--- src/cbt_map.svh ---
// Register offsets, field positions, reset values and limits of the CAN
// bit-timing and error-state block.
// Assumes inclusion by bare name from the package and the design modules.
`ifndef CBT_MAP_SVH
`define CBT_MAP_SVH

`define CBT_OFS_PRESC     8'h00
`define CBT_OFS_SEG       8'h04
`define CBT_OFS_STAT      8'h08
`define CBT_OFS_ISTAT     8'h0c
`define CBT_OFS_IMASK     8'h10

`define CBT_PRESC_W       10
`define CBT_SJW_LSB       8
`define CBT_SAM_BIT       7
`define CBT_PHASE_AFTER_SAMPLE_LEN_LSB     4
`define CBT_PHASE_BEFORE_SAMPLE_LEN_LSB     0

`define CBT_ST_CFG        7
`define CBT_ST_BUSOFF     2
`define CBT_ST_PASSIVE    1
`define CBT_ST_WARN       0
`define CBT_IRQ_W         3

`define CBT_PRESC_RST     10'h000
`define CBT_SJW_RST       2'h0
`define CBT_SAM_RST       1'h0
`define CBT_PHASE_AFTER_SAMPLE_LEN_RST     3'h0
`define CBT_PHASE_BEFORE_SAMPLE_LEN_RST     4'h0

`define CBT_TEC_BUSOFF    9'h100
`define CBT_PASSIVE_LIMIT 9'h07f
`define CBT_WARN_LIMIT    9'h060
`define CBT_PHASE_AFTER_SAMPLE_LEN_MAX     3'h6
`define CBT_PHASE_BEFORE_SAMPLE_LEN_MAX     4'hd

`endif

--- src/cbt_pkg.sv ---
// Types shared by the CAN bit-timing and error-state block.
// Assumes the constants header is on the include path.
`include "cbt_map.svh"

package cbt_pkg;

    typedef enum logic [1:0] {
        CBT_ACTIVE,
        CBT_PASSIVE,
        CBT_BUSOFF
    } cbt_bus_state_t;

    typedef struct packed {
        logic [`CBT_PRESC_W-1:0] prescaler;
        logic [1:0]              resync_jump_width;
        logic                    majority_vote_sel;
        logic [2:0]              phase_after_sample_len;
        logic [3:0]              phase_before_sample_len;
        cbt_bus_state_t          busState;
        logic                    busOffFlag;
        logic                    passiveFlag;
        logic                    warn;
        logic [`CBT_IRQ_W-1:0]   irqStat;
        logic [`CBT_IRQ_W-1:0]   irqMask;
        logic                    ack;
        logic [31:0]             rdat;
        logic                    irq;
        logic                    txEnable;
        logic                    rxEnable;
    } cbt_state_t;

endpackage : cbt_pkg

--- src/cbt_quantum_gen.sv ---
// Time-quantum and nominal bit-time generator.
// Assumes its settings stay still while run is high.
`timescale 1ns/1ps
`include "cbt_map.svh"

module cbt_quantum_gen #(
    parameter int PRESC_W = `CBT_PRESC_W
) (
    input  logic               clk_sys,              // System clock
    input  logic               nrst,                 // Async reset, low
    input  logic               run,                  // Bit timing enabled
    input  logic [PRESC_W-1:0] prescaler,            // Quantum divider
    input  logic [3:0]         beforeCode,           // Segment 1 code
    input  logic [2:0]         afterCode,            // Segment 2 code
    input  logic [1:0]         sjwCode,              // Jump width code
    input  logic               samCode,              // Sampling select
    output logic               tqTick,               // Quantum end pulse
    output logic               bitStart,             // Sync quantum pulse
    output logic               samplePoint,          // Sample point pulse
    output logic [3:0]         phaseBeforeSampleLen, // Quanta before
    output logic [2:0]         phaseAfterSampleLen,  // Quanta after
    output logic [2:0]         resyncJumpWidth,      // Jump quanta
    output logic               majorityVoteSel       // Triple sampling
);

    if (PRESC_W < 1 || PRESC_W > 16) begin : g_bad_width
        $error("cbt_quantum_gen: PRESC_W must be 1 to 16");
    end

    typedef struct packed {
        logic [PRESC_W-1:0] preCnt;
        logic [4:0]         tqCnt;
        logic               tick;
        logic               bitStart;
        logic               sample;
        logic [3:0]         beforeLen;
        logic [2:0]         afterLen;
        logic [2:0]         sjwLen;
        logic               majority_vote_sel;
    } cbt_qgen_t;

    cbt_qgen_t s;
    cbt_qgen_t next_s;
    logic [4:0] lastIdx;
    logic [4:0] sampleIdx;

    always_comb begin
        next_s          = s;
        next_s.tick     = 1'b0;
        next_s.bitStart = 1'b0;
        next_s.sample   = 1'b0;
        lastIdx   = 5'(beforeCode) + 5'(afterCode) + 5'h02;
        sampleIdx = 5'(beforeCode) + 5'h02;
        next_s.beforeLen = beforeCode + 4'h1;
        next_s.afterLen  = afterCode + 3'h1;
        next_s.sjwLen    = 3'(sjwCode) + 3'h1;
        next_s.majority_vote_sel       = samCode;
        if (!run) begin
            next_s.preCnt = '0;
            next_s.tqCnt  = 5'h00;
        end else if (s.preCnt == prescaler) begin
            next_s.preCnt = '0;
            next_s.tick   = 1'b1;
            if (s.tqCnt == lastIdx) begin
                next_s.tqCnt    = 5'h00;
                next_s.bitStart = 1'b1;
            end else begin
                next_s.tqCnt  = s.tqCnt + 5'h01;
                next_s.sample = (s.tqCnt + 5'h01) == sampleIdx;
            end
        end else begin
            next_s.preCnt = s.preCnt + 1'b1;
        end
    end

    always_ff @(posedge clk_sys or negedge nrst) begin
        if (!nrst) begin
            s <= '0;
        end else begin
            s <= next_s;
        end
    end

    assign tqTick               = s.tick;
    assign bitStart             = s.bitStart;
    assign samplePoint          = s.sample;
    assign phaseBeforeSampleLen = s.beforeLen;
    assign phaseAfterSampleLen  = s.afterLen;
    assign resyncJumpWidth      = s.sjwLen;
    assign majorityVoteSel      = s.majority_vote_sel;

    // Helper counters that only the checks below read.
    localparam int GW = PRESC_W + 1;
    logic [GW-1:0] gapCnt;
    logic          seenTick;
    logic [4:0]    ticksSinceBit;
    logic          seenBit;

    always_ff @(posedge clk_sys or negedge nrst) begin
        if (!nrst) begin
            gapCnt        <= '0;
            seenTick      <= 1'b0;
            ticksSinceBit <= 5'h00;
            seenBit       <= 1'b0;
        end else begin
            gapCnt   <= s.tick ? GW'(1) : gapCnt + 1'b1;
            seenTick <= run && (seenTick || s.tick);
            seenBit  <= run && (seenBit || s.bitStart);
            if (s.bitStart) begin
                ticksSinceBit <= 5'h00;
            end else if (s.tick) begin
                ticksSinceBit <= ticksSinceBit + 5'h01;
            end
        end
    end
endmodule : cbt_quantum_gen

--- src/cbt_error_state.sv ---
// CAN error-state status, bit-timing registers and interrupt flags, with a
// classic Wishbone slave.
// Assumes the frame engine supplies the error counters, the bus-off
// recovery pulse and the configuration-mode level, all on clk_sys.
//
// Overview of operation
// - Transmit error count 256 enters bus-off.
// - Bus-off stops transmitting and receiving.
// - Counter values ignored by the bus state while bus-off; warning flag still follows them.
// - Recovery returns to bus-on, clears flag.
// - Error-passive flag mirrors error-passive mode.
// - Warning flag when either counter exceeds 96.
// - Ten-bit prescaler field, values 0 to 1023.
// - Jump width code plus one quanta.
// - Sampling select: single or triple sampling.
// - After-sample segment code plus one quanta.
// - Before-sample segment code plus one quanta.
// - Timing registers writable only in configuration.
`timescale 1ns/1ps
`include "cbt_map.svh"

module cbt_error_state
    import cbt_pkg::*;
(
    input  logic        clk_sys,              // System clock, 100 MHz
    input  logic        nrst,                 // Async reset, active low
    input  logic        wb_cyc_i,             // Wishbone cycle
    input  logic        wb_stb_i,             // Wishbone strobe
    input  logic        wb_we_i,              // Wishbone write enable
    input  logic [7:0]  wb_adr_i,             // Wishbone byte address
    input  logic [3:0]  wb_sel_i,             // Wishbone byte lanes
    input  logic [31:0] wb_dat_i,             // Wishbone write data
    output logic [31:0] wb_dat_o,             // Wishbone read data
    output logic        wb_ack_o,             // Wishbone acknowledge
    input  logic [8:0]  txErrCount,           // Transmit error counter
    input  logic [7:0]  rxErrCount,           // Receive error counter
    input  logic        busOffRecovered,      // Recovery done pulse
    input  logic        configModeFlag,       // Configuration mode
    output logic        busOffFlag,           // Bus-off state
    output logic        errorPassiveFlag,     // Error-passive state
    output logic        warningFlag,          // Warning level
    output logic        txEnable,             // Transmission allowed
    output logic        rxEnable,             // Reception allowed
    output logic        irq,                  // Level interrupt
    output logic        tqTick,               // Quantum end pulse
    output logic        bitStart,             // Sync quantum pulse
    output logic        samplePoint,          // Sample point pulse
    output logic [3:0]  phaseBeforeSampleLen, // Quanta before sample
    output logic [2:0]  phaseAfterSampleLen,  // Quanta after sample
    output logic [2:0]  resyncJumpWidth,      // Jump width in quanta
    output logic        majorityVoteSel       // Triple sampling on
);

    localparam logic [3:0] LANE0 = 4'h1;

    cbt_state_t s;
    cbt_state_t next_s;
    logic       access;
    logic       wr;
    logic [31:0] merged;
    logic [`CBT_IRQ_W-1:0] events;
    logic [`CBT_IRQ_W-1:0] clears;
    logic [31:0] prescWord;
    logic [31:0] segWord;

    function automatic logic [31:0] applyLanes(
        input logic [31:0] old,
        input logic [31:0] wd,
        input logic [3:0]  sel
    );
        logic [31:0] m;
        m = old;
        for (int i = 0; i < 4; i++) begin
            if (sel[i]) begin
                m[i*8 +: 8] = wd[i*8 +: 8];
            end
        end
        return m;
    endfunction : applyLanes

    function automatic logic hits(
        input logic [7:0] adr,
        input logic [7:0] ofs
    );
        return {adr[7:2], 2'b00} == ofs;
    endfunction : hits

    always_comb begin
        next_s = s;
        merged = 32'h0000_0000;
        access = wb_cyc_i && wb_stb_i && !s.ack;
        wr     = access && wb_we_i;
        next_s.ack = access;

        prescWord = 32'(s.prescaler);
        segWord   = 32'({s.resync_jump_width, s.majority_vote_sel, s.phase_after_sample_len, s.phase_before_sample_len});

        case (s.busState)
            CBT_ACTIVE, CBT_PASSIVE: begin
                if (txErrCount >= `CBT_TEC_BUSOFF) begin
                    next_s.busState = CBT_BUSOFF;
                end else if (txErrCount > `CBT_PASSIVE_LIMIT ||
                             {1'b0, rxErrCount} > `CBT_PASSIVE_LIMIT) begin
                    next_s.busState = CBT_PASSIVE;
                end else begin
                    next_s.busState = CBT_ACTIVE;
                end
            end
            CBT_BUSOFF: begin
                // The counters are not trusted here; only the recovery
                // pulse from the frame engine ends bus-off.
                if (busOffRecovered) begin
                    next_s.busState = CBT_ACTIVE;
                end
            end
            default: begin
                next_s.busState = CBT_BUSOFF;
            end
        endcase

        next_s.busOffFlag  = next_s.busState == CBT_BUSOFF;
        next_s.passiveFlag = next_s.busState == CBT_PASSIVE;
        next_s.warn = txErrCount > `CBT_WARN_LIMIT ||
                      {1'b0, rxErrCount} > `CBT_WARN_LIMIT;
        next_s.txEnable = !next_s.busOffFlag && !configModeFlag;
        next_s.rxEnable = !next_s.busOffFlag && !configModeFlag;

        events[`CBT_ST_BUSOFF]  = next_s.busOffFlag && !s.busOffFlag;
        events[`CBT_ST_PASSIVE] = next_s.passiveFlag && !s.passiveFlag;
        events[`CBT_ST_WARN]    = next_s.warn && !s.warn;
        clears = '0;

        if (wr) begin
            if (hits(wb_adr_i, `CBT_OFS_PRESC) && configModeFlag) begin
                merged = applyLanes(prescWord, wb_dat_i, wb_sel_i);
                next_s.prescaler = merged[`CBT_PRESC_W-1:0];
            end
            if (hits(wb_adr_i, `CBT_OFS_SEG) && configModeFlag) begin
                merged = applyLanes(segWord, wb_dat_i, wb_sel_i);
                // A write carrying a reserved segment code is dropped
                // whole; only the reset code 0 in both segments reaches the generator as a reserved code.
                if (merged[`CBT_PHASE_AFTER_SAMPLE_LEN_LSB +: 3] != 3'h0 &&
                    merged[`CBT_PHASE_AFTER_SAMPLE_LEN_LSB +: 3] <= `CBT_PHASE_AFTER_SAMPLE_LEN_MAX &&
                    merged[`CBT_PHASE_BEFORE_SAMPLE_LEN_LSB +: 4] != 4'h0 &&
                    merged[`CBT_PHASE_BEFORE_SAMPLE_LEN_LSB +: 4] <= `CBT_PHASE_BEFORE_SAMPLE_LEN_MAX) begin
                    next_s.resync_jump_width   = merged[`CBT_SJW_LSB +: 2];
                    next_s.majority_vote_sel   = merged[`CBT_SAM_BIT];
                    next_s.phase_after_sample_len = merged[`CBT_PHASE_AFTER_SAMPLE_LEN_LSB +: 3];
                    next_s.phase_before_sample_len = merged[`CBT_PHASE_BEFORE_SAMPLE_LEN_LSB +: 4];
                end
            end
            if (hits(wb_adr_i, `CBT_OFS_ISTAT) && (wb_sel_i & LANE0) != 0)
            begin
                clears = wb_dat_i[`CBT_IRQ_W-1:0];
            end
            if (hits(wb_adr_i, `CBT_OFS_IMASK)) begin
                merged = applyLanes(32'(s.irqMask), wb_dat_i, wb_sel_i);
                next_s.irqMask = merged[`CBT_IRQ_W-1:0];
            end
        end

        // A new event beats a clear written in the same cycle.
        next_s.irqStat = (s.irqStat & ~clears) | events;
        next_s.irq     = |(next_s.irqStat & next_s.irqMask);

        next_s.rdat = 32'h0000_0000;
        if (access && !wb_we_i) begin
            if (hits(wb_adr_i, `CBT_OFS_PRESC)) begin
                next_s.rdat = prescWord;
            end else if (hits(wb_adr_i, `CBT_OFS_SEG)) begin
                next_s.rdat = segWord;
            end else if (hits(wb_adr_i, `CBT_OFS_STAT)) begin
                next_s.rdat[`CBT_ST_CFG]     = configModeFlag;
                next_s.rdat[`CBT_ST_BUSOFF]  = s.busOffFlag;
                next_s.rdat[`CBT_ST_PASSIVE] = s.passiveFlag;
                next_s.rdat[`CBT_ST_WARN]    = s.warn;
            end else if (hits(wb_adr_i, `CBT_OFS_ISTAT)) begin
                next_s.rdat = 32'(s.irqStat);
            end else if (hits(wb_adr_i, `CBT_OFS_IMASK)) begin
                next_s.rdat = 32'(s.irqMask);
            end
        end
    end

    always_ff @(posedge clk_sys or negedge nrst) begin
        if (!nrst) begin
            s           <= '0;
            s.prescaler <= `CBT_PRESC_RST;
            s.resync_jump_width       <= `CBT_SJW_RST;
            s.majority_vote_sel       <= `CBT_SAM_RST;
            s.phase_after_sample_len     <= `CBT_PHASE_AFTER_SAMPLE_LEN_RST;
            s.phase_before_sample_len     <= `CBT_PHASE_BEFORE_SAMPLE_LEN_RST;
            s.busState  <= CBT_ACTIVE;
        end else begin
            s <= next_s;
        end
    end

    assign wb_dat_o         = s.rdat;
    assign wb_ack_o         = s.ack;
    assign busOffFlag       = s.busOffFlag;
    assign errorPassiveFlag = s.passiveFlag;
    assign warningFlag      = s.warn;
    assign txEnable         = s.txEnable;
    assign rxEnable         = s.rxEnable;
    assign irq              = s.irq;

    // Timing stops in bus-off and in configuration so that new settings
    // take hold from a clean bit boundary.
    cbt_quantum_gen #(
        .PRESC_W (`CBT_PRESC_W)
    ) u_qgen (
        .clk_sys              (clk_sys),
        .nrst                 (nrst),
        .run                  (s.txEnable),
        .prescaler            (s.prescaler),
        .beforeCode           (s.phase_before_sample_len),
        .afterCode            (s.phase_after_sample_len),
        .sjwCode              (s.resync_jump_width),
        .samCode              (s.majority_vote_sel),
        .tqTick               (tqTick),
        .bitStart             (bitStart),
        .samplePoint          (samplePoint),
        .phaseBeforeSampleLen (phaseBeforeSampleLen),
        .phaseAfterSampleLen  (phaseAfterSampleLen),
        .resyncJumpWidth      (resyncJumpWidth),
        .majorityVoteSel      (majorityVoteSel)
    );
endmodule : cbt_error_state

--- config.mk ---
export PLATFORM = sky130hd
export DESIGN_NAME = cbt_error_state
export DESIGN_NICKNAME = d
export VERILOG_FILES = /design/src/cbt_pkg.sv /design/src/cbt_quantum_gen.sv /design/src/cbt_error_state.sv
export VERILOG_INCLUDE_DIRS = /design/src
export SDC_FILE = /design/constraint.sdc
export NUM_CORES = 1
export LEC_CHECK = 0
export BUFFER_PORTS_ARGS = -buffer_cell sky130_fd_sc_hd__clkbuf_2
export CAP_MARGIN = 10
export CORE_MARGIN = 2
export CORE_UTILIZATION = 44
export DETAILED_ROUTE_END_ITERATION = 16
export HOLD_SLACK_MARGIN = 0.08
export PLACE_DENSITY_LB_ADDON = 0.25
export SLEW_MARGIN = 20
export SYNTH_ARGS = -nofsm -noshare
export SYNTH_HDL_FRONTEND = slang
export SYNTH_SLANG_ARGS = --single-unit
--- constraint.sdc ---
create_clock -name clk_sys -period 4.3 [get_ports clk_sys]
set_clock_uncertainty 0.05 [all_clocks]
set_input_delay 1.075 -clock clk_sys [delete_from_list [all_inputs] [get_ports clk_sys]]
set_output_delay 1.075 -clock clk_sys [all_outputs]
set_load 0.01 [all_outputs]
==> reports/metrics.yaml <==
power_and_ir_drop:
  power_density_nw_per_um2: 321
  power_w: 0.00138
  p_leak_nw: 2.10
  peakVddDrop_mv: 0.137
global_route:
  grt.overflow.total: 0
  antenna_found_initial: 1
  grt_max_degree: 74
  grt_pass1_vias: 2577
  grt_use_total_pct: 17.0
  grt_pass1_wl_um: 12800
setup_path:
  cp_max_fo: 9
  worstSetupPathType: "input port to flip-flop"
  startpoint_type: "input port"
  rr_startpoint: "s[48]$_DFFE_PN0P_"
  critPathSlowestCell: "or4_1"
  critPathTopFamily: "simple AND/OR/NAND/NOR gates"
  cp-startpoint: "wb_adr_i[7]"
  cp_cell_sequence: "clkbuf_2 > or4_1 > nor3_4 > o211ai_2 > nor3_4 > mux2_2"
  cp_data_required_time_ps: 4490
  r2r_slack_ps: 1340
  critPathBufInv: 1
  reg2reg_depth: 11
  crit_arrival_ps: 3330
  slowest_delay_ps: 670
  critPathCaptureType: "flip-flop"
  crit_top_cell: "nor3_4"
  rr_endpoint: "u_qgen.samplePoint$_DFF_PN0_"
yosys:
  synth_warnings: 0
  synth_area_leader_cell: "dfrtp_1"
  synth_area_leaders: "dfrtp_1 47%, buf_4 8.3%, mux2_2 6.7%, xnor2_1 4.5%, ha_1 3.9%"
  syn_area_per_cell_um2: 10.8
  synth-seq-cells: 73
  synth_top_area_share_pct: 47.2
  synthArstFlopShare_pct: 100
  synth_edf_count: 0
  syn_area_um2: 3870
  netlist_instances: 357
  synth-seq-area-share_pct: 47.2
  synth_ff_type: "dfrtp_1"
  synth_cell_types: 52
routing:
  drtAntennaViolNets: 0
  dr.pass1.iters: 4
  drc: 0
  post_drt_wl_per_cell_um: 14.7
  met1_length_um: 3620
  met3_length_um: 285
  drt-vias-per-instance: 5.15
  vias: 2706
  drtIter0Drc: 143
  routed.top_layer: "met4"
  drt-total-wl_um: 7740
  wl_met2_um: 3690
timing:
  slew-limit-headroom_pct: 39.8
  tns_ps: 0
  tightest_slew_ps: 903
  rsz0062_at_grt: "no"
  hold_slack_ps: 369
  final-hold-violation-count: 0
  period_share_pct: 72.9
  slew_violations: 0
  setup_viol: 0
  fmax_ghz: 0.319
  fin_crit_ps: 3130
final_layout:
  fin_nets: 493
  seq_area_um2: 1830
  area_growth_pct: 11.1
  diodes: 0
  layout_common_cells: "73 x dfrtp_1, 71 x clkbuf_2, 24 x nor2_1, 23 x mux2_2, 22 x conb_1"
  utilization_pct: 49.7
  drive_gt1_share_pct: 29.5
  multi_input_area_um2: 1700
  fillers: 815
  final_common_cell: "dfrtp_1"
clock_network:
  hold_buffers: 0
  clk_path_buf_depth: 2
  insertion_delay_ps: 350
  cts_root_buf: "clkbuf_8"
  cts_setup_buffers: 0
  cts_inserted_buffers: 9
  cts_resized: 0
  cts_sinks: 73
  cts_tree: "yes"
  htreeDepth: 3
  path_clk_slew_ps: 80
floorplan:
  die_y_um: 97.8
  num_rows: 34
  die_area_um2: 9560
  io_pins: 121
  start_util_pct: 44.8
  coreArea_um2: 8640
  die_w_um: 97.8
hold_path:
  min_path_cells: 0
  min_path_type: "flip-flop to flip-flop"
  worstHoldEndpoint: "u_qgen.majorityVoteSel$_DFF_PN0_"
  hp-start: "s[54]$_DFFE_PN0P_"
job:
  max_cap_viol_count: 0
placement:
  dp.final_hpwl_um: 5670
  port_buffers: 72
  gp_congestion: 0.801
run_status:
  status: "finished, final reports clean"
synth_stat cells (all sizes together), types with 4 or more instances:
library cell  count
xor2             13
nand2            13
nand4             4
nor2             26
o21ai             7
inv              18
mux2             23
nor4              6
nand3b            5
a22oi             7
dfrtp            73
ha               12
buf              45
xnor2            20
nand3            10
clkbuf            5
or3               4
and3              7
nor3             10
nand2b            4
o211ai            5
and2              4
layer usage:
layer,GRT usage (%),vias to the layer above
li1,-,1290
met1,23.8,1340
met2,25.8,64
met3,3.08,12
met4,8.01,0
met5,0,-
cells by family (layout without fill, tap and decap cells):
kind of cell               count (synthesis)  after routing  synth area share (%)
muxes                                     25             25                  7.21
adders and majority gates                 13             13                  4.40
xor gates and xnor gates                  33             33                  7.47
AOI/OAI and AO/OA                         39             39                  7.47
buffers and inverters                     68            107                  10.8
and+or+nand+nor                          105            105                  15.3
other                                      1             22                0.0970
DFF                                       73             73                  47.2
area by class of cell:
| class | instances | area share (%) |
|---|---|---|
| multi-input combinational | 237 | 39.6 |
| tap | 108 | 3.15 |
| inverter | 18 | 1.57 |
| timing repair buffer | 73 | 8.56 |
| clock inverter | 5 | 1.28 |
| clock buffer | 11 | 3.29 |
| sequential | 73 | 42.5 |
how the worst max path moves through the flow:
stage                             end  depth (start not counted)
floorplan               irq$_DFF_PN0_                          5
finish              s[52]$_DFFE_PN0P_                          6
global route        s[52]$_DFFE_PN0P_                          6
global placement    s[54]$_DFFE_PN0P_                          6
CTS                 s[52]$_DFFE_PN0P_                          6
detailed placement  s[52]$_DFFE_PN0P_                          6
registers in the layout, summed over array words and instances, names as in the netlist, 3 cells and up:
name                         cells
u_qgen.phaseBeforeSampleLen      4
u_qgen.phaseAfterSampleLen       3
wb_dat_o                        10
prescWord                       10
u_qgen.resyncJumpWidth           3
u_qgen.s                        15
s                               18
where the power goes:
part / switching [W] / leakage, nW / internal [W]
logic: 0.0000747 / 1.03 / 0.0000452
clock network: 0.000260 / 0.0953 / 0.000282
registers: 0.0000158 / 0.973 / 0.000701
through the flow:
step	worst slack, ps	cell area, um^2	std cells
after CTS	1170	4300	525
after global placement	842	4100	509
after detailed placement	806	4100	509
final	1170	4300	525
after global routing	1080	4300	525
after floorplan	1160	3950	378
Power figures use the tool's default switching activity.
